`src/mlic_pkg.sv`:
```
// Package of constants and types shared by the multi-level interrupt controller files.
package mlic_pkg;

	// ----------------------------------------------------------------
	// Sizes
	// ----------------------------------------------------------------
	localparam int SRC_N = 12;
	localparam int IDX_W = 4;
	localparam int OFS_W = 4;
	localparam int ADDR_W = 16;
	localparam int LVL_W = 2;

	// ----------------------------------------------------------------
	// Priority level codes carried by each peripheral request
	// ----------------------------------------------------------------
	localparam logic [LVL_W-1:0] LVL_OFF = 2'h0;
	localparam logic [LVL_W-1:0] LVL_LOW = 2'h1;
	localparam logic [LVL_W-1:0] LVL_MED = 2'h2;
	localparam logic [LVL_W-1:0] LVL_HIGH = 2'h3;

	// ----------------------------------------------------------------
	// Active-level bit positions
	// ----------------------------------------------------------------
	localparam int ACT_LOW = 0;
	localparam int ACT_MED = 1;
	localparam int ACT_HIGH = 2;
	localparam int ACT_NMI = 3;
	localparam int ACT_W = 4;

	// ----------------------------------------------------------------
	// Word addresses of the vector table
	// ----------------------------------------------------------------
	localparam logic [ADDR_W-1:0] RESET_VECTOR = 16'h0000;
	localparam logic [ADDR_W-1:0] OSC_FAILURE_NMI_VECTOR = 16'h0002;
	localparam logic [ADDR_W-1:0] PORT_GROUP_C_VECTOR_BASE = 16'h0004;
	localparam logic [ADDR_W-1:0] AUX_PORT_GROUP_VECTOR_BASE = 16'h0008;
	localparam logic [ADDR_W-1:0] DMA_CTRL_VECTOR_BASE = 16'h000C;
	localparam logic [ADDR_W-1:0] RT_COUNTER_VECTOR_BASE = 16'h0014;
	localparam logic [ADDR_W-1:0] TIMER_C_FOUR_CHAN_VECTOR_BASE = 16'h001C;
	localparam logic [ADDR_W-1:0] TIMER_C_TWO_CHAN_VECTOR_BASE = 16'h0028;
	localparam logic [ADDR_W-1:0] SERIAL_PERIPH_C_VECTOR = 16'h0030;
	localparam logic [ADDR_W-1:0] CIPHER_ENGINE_VECTOR = 16'h003E;
	localparam logic [ADDR_W-1:0] NONVOLATILE_CTRL_VECTOR_BASE = 16'h0040;
	localparam logic [ADDR_W-1:0] CONVERTER_B_VECTOR_BASE = 16'h004E;
	localparam logic [ADDR_W-1:0] TIMER_E_FOUR_CHAN_VECTOR_BASE = 16'h005E;
	localparam logic [ADDR_W-1:0] SERIAL_PERIPH_E_VECTOR = 16'h0072;
	// First word of the boot section; the value is a plain default.
	localparam logic [ADDR_W-1:0] BOOT_SECTION_START = 16'h8000;

	// Source index order: request bit i uses VECTOR_BASE[i].
	localparam logic [ADDR_W-1:0] VECTOR_BASE [SRC_N] = '{
		PORT_GROUP_C_VECTOR_BASE, AUX_PORT_GROUP_VECTOR_BASE, DMA_CTRL_VECTOR_BASE,
		RT_COUNTER_VECTOR_BASE, TIMER_C_FOUR_CHAN_VECTOR_BASE, TIMER_C_TWO_CHAN_VECTOR_BASE,
		SERIAL_PERIPH_C_VECTOR, CIPHER_ENGINE_VECTOR, NONVOLATILE_CTRL_VECTOR_BASE,
		CONVERTER_B_VECTOR_BASE, TIMER_E_FOUR_CHAN_VECTOR_BASE, SERIAL_PERIPH_E_VECTOR
	};
	// Sources with a single interrupt take their address as the whole vector.
	localparam logic [SRC_N-1:0] SINGLE_VECTOR_MASK = 12'h8C0;

	// ----------------------------------------------------------------
	// Sequencer states
	// ----------------------------------------------------------------
	typedef enum logic [2:0] {
		ST_RESET = 3'h1,
		ST_IDLE = 3'h2,
		ST_PRESENT = 3'h4
	} mlic_state_t;

endpackage

```
`src/mlic_pick_if.sv`:
```
// Interface joining the controller to one of its request pickers.
`timescale 1ns/100ps
interface mlic_pick_if;
	import mlic_pkg::*;
	logic [SRC_N-1:0] req;
	logic [IDX_W-1:0] start;
	logic found;
	logic [IDX_W-1:0] idx;

	modport arb (input req, input start, output found, output idx);
	modport user (output req, output start, input found, input idx);
endinterface

```
`src/mlic_ctrl.sv`:
```
// Multi-level interrupt controller: arbitration, nesting and vector delivery.
//
// Summary of operation
// Three levels; each source picks one.
// Medium may preempt a running low routine.
// High may preempt low and medium routines.
// Low level: fixed or round-robin, software-selected.
// Round-robin rotates so no low source starves.
// Oscillator failure raises a level-independent NMI.
// Each interrupt source has its own vector.
// Serviced vector is loaded into program counter.
// Vector equals peripheral base plus interrupt offset.
// Vectors are program-memory word addresses.
// Whole table relocatable to boot section start.
// Reset vector at zero, relocatable to boot.
// Oscillator-failure NMI vectors to word two.
// Port C, aux port, DMA bases fixed.
// Timer C four, C two, E four bases.
// Single-interrupt units use listed address directly.
// Counter, memory controller, converter bases fixed.
// Order: NMI, then high, medium, low.
// Same or lower level waits until return.
`timescale 1ns/100ps
module mlic_ctrl
	import mlic_pkg::*;
(
	// Clock, reset and enable
	input wire logic mclk,
	input wire logic nrst,
	input wire logic ce,
	// Peripheral requests
	input wire logic [SRC_N-1:0] irq_req,
	input wire logic [SRC_N-1:0][LVL_W-1:0] irq_level,
	input wire logic [SRC_N-1:0][OFS_W-1:0] irq_offset,
	input wire logic osc_fail,
	// Control settings
	input wire logic global_irq_en,
	input wire logic high_en,
	input wire logic med_en,
	input wire logic low_en,
	input wire logic low_round_robin,
	input wire logic vectors_in_boot,
	input wire logic reset_vec_in_boot,
	// Processor core side
	input wire logic core_vec_ack,
	input wire logic core_reti,
	output logic pc_load,
	output logic [ADDR_W-1:0] pc_vector,
	output logic [SRC_N-1:0] src_taken,
	output logic nmi_taken,
	output logic [ACT_W-1:0] active_levels
);

	// ----------------------------------------------------------------
	// State
	// ----------------------------------------------------------------
	mlic_state_t state_reg;
	mlic_state_t state_next;
	logic pc_load_reg;
	logic pc_load_next;
	logic [ADDR_W-1:0] pc_vector_reg;
	logic [ADDR_W-1:0] pc_vector_next;
	logic [SRC_N-1:0] src_taken_reg;
	logic [SRC_N-1:0] src_taken_next;
	logic nmi_taken_reg;
	logic nmi_taken_next;
	logic [ACT_W-1:0] act_reg;
	logic [ACT_W-1:0] act_next;
	logic [ACT_W-1:0] grant_lvl_reg;
	logic [ACT_W-1:0] grant_lvl_next;
	logic [SRC_N-1:0] grant_src_reg;
	logic [SRC_N-1:0] grant_src_next;
	logic nmi_pend_reg;
	logic nmi_pend_next;
	logic osc_fail_d_reg;
	logic [IDX_W-1:0] rr_last_reg;
	logic [IDX_W-1:0] rr_last_next;

	// ----------------------------------------------------------------
	// Level decode of the requests
	// ----------------------------------------------------------------
	logic [SRC_N-1:0] req_high;
	logic [SRC_N-1:0] req_med;
	logic [SRC_N-1:0] req_low;

	for (genvar g = 0; g < SRC_N; g++) begin : g_lvl
		assign req_high[g] = irq_req[g] && (irq_level[g] == LVL_HIGH);
		assign req_med[g] = irq_req[g] && (irq_level[g] == LVL_MED);
		assign req_low[g] = irq_req[g] && (irq_level[g] == LVL_LOW);
	end

	// ----------------------------------------------------------------
	// One picker per level
	// ----------------------------------------------------------------
	mlic_pick_if pick_high ();
	mlic_pick_if pick_med ();
	mlic_pick_if pick_low ();

	// After the last served low source comes the next one, so each pending
	// low source waits at most SRC_N-1 low services.
	wire logic [IDX_W-1:0] rr_start = (rr_last_reg >= IDX_W'(SRC_N - 1)) ? '0 : rr_last_reg + 1'b1;

	assign pick_high.req = req_high;
	assign pick_high.start = '0;
	assign pick_med.req = req_med;
	assign pick_med.start = '0;
	assign pick_low.req = req_low;
	assign pick_low.start = low_round_robin ? rr_start : '0;

	mlic_pick u_pick_high (
		.p(pick_high)
	);
	mlic_pick u_pick_med (
		.p(pick_med)
	);
	mlic_pick u_pick_low (
		.p(pick_low)
	);

	// ----------------------------------------------------------------
	// Nesting: a level may enter only above every active level
	// ----------------------------------------------------------------
	wire logic above_med = !act_reg[ACT_NMI] && !act_reg[ACT_HIGH];
	wire logic above_low = above_med && !act_reg[ACT_MED];
	wire logic above_none = above_low && !act_reg[ACT_LOW];

	// The NMI ignores the enables and the active maskable levels.
	wire logic ok_nmi = nmi_pend_reg && !act_reg[ACT_NMI];
	wire logic ok_high = pick_high.found && global_irq_en && high_en && above_med;
	wire logic ok_med = pick_med.found && global_irq_en && med_en && above_low;
	wire logic ok_low = pick_low.found && global_irq_en && low_en && above_none;
	wire logic any_ok = ok_nmi || ok_high || ok_med || ok_low;

	// ----------------------------------------------------------------
	// Winner selection and its vector
	// ----------------------------------------------------------------
	wire logic [IDX_W-1:0] win_idx = ok_high ? pick_high.idx : (ok_med ? pick_med.idx : pick_low.idx);
	wire logic [ACT_W-1:0] win_lvl = ok_nmi ? ACT_W'(1 << ACT_NMI) :
		(ok_high ? ACT_W'(1 << ACT_HIGH) : (ok_med ? ACT_W'(1 << ACT_MED) : ACT_W'(1 << ACT_LOW)));
	wire logic [SRC_N-1:0] win_src = ok_nmi ? '0 : SRC_N'(1) << win_idx;
	wire logic [OFS_W-1:0] win_ofs = irq_offset[(win_idx < IDX_W'(SRC_N)) ? win_idx : '0];
	wire logic [ADDR_W-1:0] win_addr;

	mlic_vector u_vector (
		.idx(win_idx),
		.ofs(win_ofs),
		.is_nmi(ok_nmi),
		.in_boot(vectors_in_boot),
		.addr(win_addr)
	);

	wire logic [ADDR_W-1:0] reset_addr = reset_vec_in_boot ? BOOT_SECTION_START : RESET_VECTOR;

	// ----------------------------------------------------------------
	// Return handling: the highest active level finishes first
	// ----------------------------------------------------------------
	wire logic [ACT_W-1:0] ret_clear = act_reg[ACT_NMI] ? ACT_W'(1 << ACT_NMI) :
		(act_reg[ACT_HIGH] ? ACT_W'(1 << ACT_HIGH) :
		(act_reg[ACT_MED] ? ACT_W'(1 << ACT_MED) : ACT_W'(act_reg[ACT_LOW])));
	wire logic taking = (state_reg == ST_PRESENT) && core_vec_ack;
	wire logic taking_nmi = taking && grant_lvl_reg[ACT_NMI];
	wire logic osc_rise = osc_fail && !osc_fail_d_reg;

	// ----------------------------------------------------------------
	// Sequencer
	// ----------------------------------------------------------------
	always_comb begin
		state_next = state_reg;
		pc_load_next = pc_load_reg;
		pc_vector_next = pc_vector_reg;
		grant_lvl_next = grant_lvl_reg;
		grant_src_next = grant_src_reg;
		src_taken_next = '0;
		nmi_taken_next = 1'b0;
		case (state_reg)
			ST_RESET: begin
				pc_load_next = 1'b1;
				pc_vector_next = reset_addr;
				grant_lvl_next = '0;
				grant_src_next = '0;
				state_next = ST_PRESENT;
			end
			ST_IDLE: begin
				if (any_ok) begin
					pc_load_next = 1'b1;
					pc_vector_next = win_addr;
					grant_lvl_next = win_lvl;
					grant_src_next = win_src;
					state_next = ST_PRESENT;
				end
			end
			ST_PRESENT: begin
				if (core_vec_ack) begin
					pc_load_next = 1'b0;
					src_taken_next = grant_src_reg;
					nmi_taken_next = grant_lvl_reg[ACT_NMI];
					state_next = ST_IDLE;
				end
			end
			default: begin
				pc_load_next = 1'b0;
				state_next = ST_IDLE;
			end
		endcase
	end

	// A return in the same cycle as an acceptance retires the older level,
	// which is always below the new one.
	assign act_next = (act_reg & ~(core_reti ? ret_clear : '0)) | (taking ? grant_lvl_reg : '0);

	// The set wins over the clear if a new failure edge meets the service.
	assign nmi_pend_next = (nmi_pend_reg && !taking_nmi) || osc_rise;

	assign rr_last_next = (taking && grant_lvl_reg[ACT_LOW] && low_round_robin) ? pc_rr_idx(grant_src_reg) : rr_last_reg;

	function automatic logic [IDX_W-1:0] pc_rr_idx(input logic [SRC_N-1:0] onehot);
		logic [IDX_W-1:0] r;
		r = '0;
		for (int k = 0; k < SRC_N; k++) begin
			if (onehot[k]) begin
				r = IDX_W'(k);
			end
		end
		return r;
	endfunction

	// ----------------------------------------------------------------
	// Registers
	// ----------------------------------------------------------------
	always_ff @(posedge mclk or negedge nrst) begin
		if (!nrst) begin
			state_reg <= ST_RESET;
			pc_load_reg <= 1'b0;
			pc_vector_reg <= RESET_VECTOR;
			src_taken_reg <= '0;
			nmi_taken_reg <= 1'b0;
			grant_lvl_reg <= '0;
			grant_src_reg <= '0;
		end else if (ce) begin
			state_reg <= state_next;
			pc_load_reg <= pc_load_next;
			pc_vector_reg <= pc_vector_next;
			src_taken_reg <= src_taken_next;
			nmi_taken_reg <= nmi_taken_next;
			grant_lvl_reg <= grant_lvl_next;
			grant_src_reg <= grant_src_next;
		end
	end

	always_ff @(posedge mclk or negedge nrst) begin
		if (!nrst) begin
			act_reg <= '0;
			nmi_pend_reg <= 1'b0;
			osc_fail_d_reg <= 1'b0;
			rr_last_reg <= IDX_W'(SRC_N - 1);
		end else if (ce) begin
			act_reg <= act_next;
			nmi_pend_reg <= nmi_pend_next;
			osc_fail_d_reg <= osc_fail;
			rr_last_reg <= rr_last_next;
		end
	end

	// ----------------------------------------------------------------
	// Outputs
	// ----------------------------------------------------------------
	assign pc_load = pc_load_reg;
	assign pc_vector = pc_vector_reg;
	assign src_taken = src_taken_reg;
	assign nmi_taken = nmi_taken_reg;
	assign active_levels = act_reg;

	// ----------------------------------------------------------------
	// Source index map
	// ----------------------------------------------------------------
	// Base addresses in use, by source index, so that board-level wiring of
	// the request bits can be checked against the vector table.
	// Index 0: first general-purpose port group.
	// Index 1: auxiliary port group.
	// Index 2: direct-memory-access controller.
	// Index 3: real-time counter.
	// Index 4: four-channel timer on port group C.
	// Index 5: two-channel timer on port group C.
	// Index 6: serial-peripheral unit on port group C, single vector.
	// Index 7: cipher engine, single vector.
	// Index 8: non-volatile memory controller.
	// Index 9: converter on port group B.
	// Index 10: four-channel timer on port group E.
	// Index 11: serial-peripheral unit on port group E, single vector.
	// Offsets that run past the next base are the peripheral's concern; the
	// adder does not clip them, which keeps the vector path two plain adders deep.

endmodule // mlic_ctrl

```
`src/mlic_pick.sv`:
```
// Picker that finds the first pending request searching upward from a start index.
`timescale 1ns/100ps
module mlic_pick
	import mlic_pkg::*;
(
	// Request and answer
	mlic_pick_if.arb p
);

	always_comb begin
		int j;
		j = 0;
		p.found = 1'b0;
		p.idx = '0;
		for (int i = 0; i < SRC_N; i++) begin
			j = int'(p.start) + i;
			if (j >= SRC_N) begin
				j = j - SRC_N;
			end
			if (!p.found && p.req[j]) begin
				p.found = 1'b1;
				p.idx = IDX_W'(j);
			end
		end
	end

endmodule // mlic_pick

```
`src/mlic_vector.sv`:
```
// Vector address former: fixed base plus per-interrupt offset, with boot relocation.
`timescale 1ns/100ps
module mlic_vector
	import mlic_pkg::*;
(
	// Selection
	input wire logic [IDX_W-1:0] idx,
	input wire logic [OFS_W-1:0] ofs,
	input wire logic is_nmi,
	input wire logic in_boot,
	// Result
	output logic [ADDR_W-1:0] addr
);

	wire logic [IDX_W-1:0] safe_idx = (idx < IDX_W'(SRC_N)) ? idx : '0;
	wire logic [ADDR_W-1:0] base = VECTOR_BASE[safe_idx];
	wire logic [ADDR_W-1:0] ofs_ext = SINGLE_VECTOR_MASK[safe_idx] ? '0 : {{(ADDR_W-OFS_W){1'b0}}, ofs};
	wire logic [ADDR_W-1:0] local_addr = is_nmi ? OSC_FAILURE_NMI_VECTOR : base + ofs_ext;
	wire logic [ADDR_W-1:0] table_start = in_boot ? BOOT_SECTION_START : RESET_VECTOR;

	assign addr = table_start + local_addr;

endmodule // mlic_vector

```
`config.mk`:
```
export PLATFORM = sky130hd
export DESIGN_NAME = mlic_ctrl
export DESIGN_NICKNAME = d
export VERILOG_FILES = /design/src/mlic_pkg.sv /design/src/mlic_pick_if.sv /design/src/mlic_ctrl.sv /design/src/mlic_pick.sv /design/src/mlic_vector.sv
export SDC_FILE = /design/constraint.sdc
export NUM_CORES = 1
export LEC_CHECK = 0
export ABC_AREA = 0
export BUFFER_PORTS_ARGS = -buffer_cell sky130_fd_sc_hd__buf_2
export CORE_MARGIN = 2
export CORE_UTILIZATION = 60
export CTS_CLUSTER_DIAMETER = 60
export CTS_CLUSTER_SIZE = 24
export DETAILED_ROUTE_END_ITERATION = 10
export PLACE_DENSITY = 0.92
export SLEW_MARGIN = 25
export SYNTH_ARGS = -nofsm -noshare
export SYNTH_HDL_FRONTEND = slang
export SYNTH_SLANG_ARGS = --single-unit
```
`constraint.sdc`:
```
create_clock -name mclk -period 10.62 [get_ports mclk]
set_clock_uncertainty 0.15 [all_clocks]
set_input_delay 3.186 -clock mclk [delete_from_list [all_inputs] [get_ports mclk]]
set_output_delay 3.186 -clock mclk [all_outputs]
set_load 0.05 [all_outputs]
```
; ---- Word-level counts from Yosys, hierarchy flattened
; Memory sizes are Yosys's and may differ from the RTL's.
; Cells that the tools add are included.
[word_totals]
reg_bits = 59
rom_bits = 272
input_bits = 97
out_inout_bits = 34
word_cells = 416
n_memories = 2
[mem_list]
columns = memory, words, width, rd, rd_clocked_by_memory_dff, write_ports, line
row1 = (name not given), 16, 16, 1, 0, 0, mlic_vector.sv:16  ; wire logic [ADDR_W-1:0] base = VECTOR_BASE[safe_idx];
row2 = (name not given), 16, 1, 1, 0, 0, mlic_vector.sv:17  ; wire logic [ADDR_W-1:0] ofs_ext = SINGLE_VECTOR_MASK[safe_idx] ? '0 : {{(ADDR_W-OFS_W){1'b0}}, ofs};
[op_classes]
addsub = 26
magnitude_cmp = 28
eq_ne = 41
shifts = 1
mux = 168
bitwise = 4
n_reduce_logical = 135
[ops]
columns = operator, n
row1 = $lt 32x6->1 const B, 12
row2 = $mux 32, 12
row3 = $ge 32x5->1 const B, 11
row4 = $sub 32x5->32 const B, 11
row5 = $mux 4, 42
row6 = $mux 16, 6
row7 = $logic_and 1x1->1, 88
row8 = $mux 1, 68
row9 = $bmux 1 s4, 12
row10 = $eq 2x2->1 const B, 24
row11 = $mux 12, 4
row12 = $logic_not 1->1, 39
row13 = $mux 3, 12
row14 = $add 16x16->16, 2
row15 = $pmux 16 s2, 1
row16 = $eq 2x1->1 const B, 12
row17 = $pmux 12 s2, 1
row18 = $add 4x3->5 const B, 4
row19 = $add 4x4->5 const B, 4
row20 = $bmux 4 s4, 1
row21 = $mux 2, 6
row22 = $shl 1x4->12 const A, 1
row23 = $add 4x2->5 const B, 2
row24 = $pmux 3 s3, 1
row25 = other kinds (21), 27

; ---- Longest topological paths before layout
[logic_depth]
ltp_word = 55
mapped_depth = 32
depth_no_buf = 30

; ---- Hierarchy
; Synthesis repeated with hierarchy kept, for this count alone.
[unflattened]
hier_cells = 1264
hier_area_um2 = 10566.4
[modules_own_cells]
columns = mod, instances, cells_per_inst, area_each_um2, seq_area_each_um2
row1 = mlic_pick at u_pick_high ..., 2, 272, 2253.4, 0.0
row2 = mlic_ctrl, 1, 395, 3497.1, 1456.4
row3 = mlic_pick at u_pick_med, 1, 258, 2079.5, 0.0
row4 = mlic_vector, 1, 67, 483.0, 0.0

; ---- Worst setup path after synthesis
; OpenSTA, ideal clock, no wires.
[synth_path]
kind = input-to-reg
from = input low_round_robin
to = register pc_vector_reg[5] (netlist: pc_vector[5])
setup_ns = 0.126
arrival_ns = 8.643
required_time_ns = 10.344
setup_slack_ns = 1.701
cell_stages = 27
path_buffers = 4
cell_sequence = and2_1 buf_4 nand2_2 inv_2 ha_1 buf_2 xnor2_1 ha_1 or4b_2 o21ai_0 xnor2_1 mux2i_1 mux2_4 nor2b_4 nand4_4 nor3_1 a22oi_1 a31oi_2 buf_2 buf_2 ha_1 a31o_2 fa_1 a21oi_1 a31oi_1 and4_1 a221o_1
[synth_between]
elab_chain_cells = 53
elab_cells_between_ends = 154
cone_classes = 25 x add/sub / 13 x order compare / 1 x eq/ne / 85 x mux / 1 x bitwise / 27 x reduce/logical / 2 x memory
[synth_rtl]
columns = element, line
row1 = "start, declared", mlic_ctrl.sv:41  ; input wire logic low_round_robin,
row2 = $mux 4 (*), mlic_ctrl.sv:108  ; assign pick_low.start = low_round_robin ? rr_start : '0;
row3 = "parallel branches: the longest is 52 deep, another holds $sub 32x5->32", -
row4 = "end signal, assigned", mlic_ctrl.sv:242  ; pc_vector_reg <= pc_vector_next;
row5 = "end, declared", mlic_ctrl.sv:61  ; logic [ADDR_W-1:0] pc_vector_reg;
; Mark *: on every way between the ends. The select of a mux whose other input is x is not followed.
; A chain may end at the register's enable or synchronous reset.

; ---- Final worst setup path
; Ends and elaborated chain as after synthesis.

==> metrics.md <==
| Metric | Value |
|---|---|
| Cell area after synthesis | `0.006092 sq mm` |
| WP data required | `10,670 ps` |
| Yosys warns | `0` |
| Arr. time, crit path | `9860 ps` |
| Synth top area cells | `dfrtp_1, ha_1, nand2_1, o21ai_0, mux2i_1` |
| Antenna Violating Nets Remaining | `0` |
| Layout cells sized above 1 | `23.89%` |
| Num rows | `36` |
| DR vias | `6,288` |
| Post-synth top area share | `19.31%` |
| Slew headroom | `47.81%` |
| Final Power | `0.9571 mW` |
| Antenna diodes | `0` |
| CTS tree | `yes` |
| Die area | `0.01098 sq mm` |
| Routed WL per cell | `17.83 microns` |
| Global-route wire length before repair | `27,900 microns` |
| First-iteration detailed-routing DRC count | `558` |
| I/O pins | `131` |
| Placed Area | `0.006719 sq mm` |
| Final hold vios | `0` |
| Startpoint types | `primary input` |
| # port buffers | `112` |
| Root buf cell | `clkbuf_8` |
| Vias per Instance | `6.509` |
| Lkg Pwr | `3.119 nW` |
| Post-synth EDFFs | `0` |
| Cts repair resizes | `0` |
| H-tree Lvls | `2` |
| FMAX | `101.9 MHz` |
| Synth Flop Type | `dfrtp_1` |
| Avg Cell Area, Syn | `8.357 sq um` |
| Fin area | `0.006834 sq mm` |
| Reg-to-reg setup timing slack | `2940 ps` |
| #FFs+latches synth | `51` |
| Max Cap Viol | `0` |
| R2R depth | `26` |
| Slew @ Worst Pin | `772.0 ps` |
| Worst-path fanout max | `16` |
| Mapped Cells | `729` |
| DR pass1 iterations | `6` |
| Status | `complete, no violations` |
| Synth unique cells | `104` |
| DP HPWL | `13,580 microns` |
| Slew Limit Fails | `0` |
| Hold Path Origin | `grant_lvl_reg[1]` |
| Crit end category | `flip-flop` |
| CTS Buffer Depth | `2` |
| Nets | `959` |
| PwrDens | `140.0 mW/mm^2` |
| CTS clk-pin slew, worst paths | `90 ps` |
| CORE AREA | `0.009819 sq mm` |
| Overall Global Routing Usage | `30.84%` |
| Number of global-route vias before repair | `5,868` |
| Initial Util | `62.04%` |
| Critical setup path kind | `in -> reg` |
| Hold EP | `grant_lvl_reg[1]` |
| Final setup viols | `0` |
| Largest net degree at the start of global routing | `52` |
| Commonest non-fill, non-tap cells in the layout | `buf_2, nand2_1, nor2_1, o21ai_0, dfrtp_1` |
| Commonest non-fill, non-tap cell in the layout | `buf_2` |
| Die Height | `104.8 microns` |
| Final WL | `17,230 microns` |
| RSZ-0062 raised after global routing | `no` |
| Critical R2R Launch | `rr_last_reg[0]` |
| Reg-to-reg endpoint | `pc_vector[5]` |
| Post-synth top area cell | `dfrtp_1` |
| Clk Latency, worst-skew pair | `310 ps` |
| Setup TNS | `0 ps` |
| Hold-fix buffers at CTS | `0` |
| # DRC | `0` |
| Final worst path period share | `92.41%` |
| Period minus WS final | `9813 ps` |
| Die Width | `104.8 microns` |
| Hold Path Class | `reg -> reg` |
| Total setup buffers inserted after CTS | `0` |
| Congestion Overflow GR | `0` |
| Inserted Clock Buffers | `5` |
| Ys async rst share | `100.0%` |
| Placer Congestion | `0.9791` |
| Area Overhead vs Synth | `12.18%` |
| Initial antenna violation count | `0` |
| Sequential area share after synthesis | `21.03%` |
| WHS Path Cells | `2` |
| Clock sink count | `51` |
| Maximum vdd drop | `0.0001317 V` |
-- through the flow --
stage	utilization [%]	setup slack, ps	hold WS [ps]	instances
2_1_floorplan	-	1701	288.6	735
3_3_place_gp	68.40	764.5	314.9	958
3_5_place_dp	68.43	630.9	320.0	958
4_1_cts	69.60	926.3	340.1	966
5_1_grt	69.60	456.0	361.1	966
6_report	69.60	806.5	339.0	966
-- power by group --
group / switching, mW / internal, mW / total [mW]
sequential: 0.0272 / 0.225 / 0.252
combinational: 0.357 / 0.211 / 0.568
clock: 0.0664 / 0.0710 / 0.137
total: 0.450 / 0.507 / 0.957
-- worst max-delay path: stages --
cell       delay, ps
buf_2            270
and2_1           410
nand2_2          110
buf_4            230
ha_1             260
xnor2_1          390
inv_1            110
ha_1             220
a211oi_2         410
xnor3_1          310
a2111oi_2        570
a311o_1          370
nor2_2           110
a21boi_0         130
a221o_1          330
o21ai_0          140
a31oi_2          150
buf_4            200
nor3b_1          410
a32oi_1          100
o211a_1          160
ha_1             220
fa_1             410
a21oi_1          150
a31oi_1           70
and4_1           180
a221o_1          250
-- routing by layer --
layer	GRT usage [%]	up-vias	share of wire (%)	routed length, microns
met4	11.71	0	3.6	617
met3	4.616	63	8.2	1417
li1	-	2978	-	-
met1	40.83	2905	42	7284
met5	0	-	0	0
met2	50.93	342	46	7906
-- layout make-up --
| cell class | count | area (sq um) |
|---|---|---|
| Timing Repair Buffer | 124 | 653.1 |
| Clock inverter | 3 | 46.29 |
| Multi-Input combinational cell | 607 | 4452 |
| Sequential cell | 51 | 1281 |
| Fill cell | 798 | 2985 |
| Tap cell | 133 | 166.4 |
| Clock buffer | 5 | 68.82 |
| Inverter | 43 | 166.4 |
-- cells in the mapped netlist, drive strengths merged, types with 6 or more instances --
cell type	count
nand2	78
o21ai	59
nor2	55
dfrtp	47
inv	41
ha	29
a21oi	25
buf	25
mux2i	25
nand3	22
nor3	20
o211ai	18
nand3b	17
a22o	16
a31oi	16
mux2	12
nand2b	12
nor2b	10
xnor2	10
clkbuf	9
and2	8
o21a	8
a211oi	7
a21o	7
and3	7
mux4	7
o211a	7
or3	7
a32oi	6
and3b	6
nand4	6
o31ai	6
-- how the worst max path moves through the flow --
stage,depth (start not counted),end,slack (ps),startpoint
after floorplan,27,pc_vector[5],1700,low_round_robin
after global placement,28,pc_vector[5],760,low_round_robin
after detailed placement,27,pc_vector[5],630,low_round_robin
after CTS,27,pc_vector[5],930,low_round_robin
after global routing,29,pc_vector[5],460,low_round_robin
final,27,pc_vector[5],810,low_round_robin
-- kinds of logic after synthesis --
| logic type | after synthesis | share of synthesized area [%] |
|---|---|---|
| AOI/OAI and AO/OA | 237 | 29.41 |
| buffers and inverters | 77 | 6.326 |
| other | 1 | 0.06156 |
| and+or+nand+nor | 273 | 24.44 |
| adders and majority gates | 30 | 6.285 |
| DFF | 51 | 21.03 |
| xor gates and xnor gates | 16 | 3.348 |
| muxes | 44 | 9.098 |
Note: power is estimated with default switching activity, not from simulation.
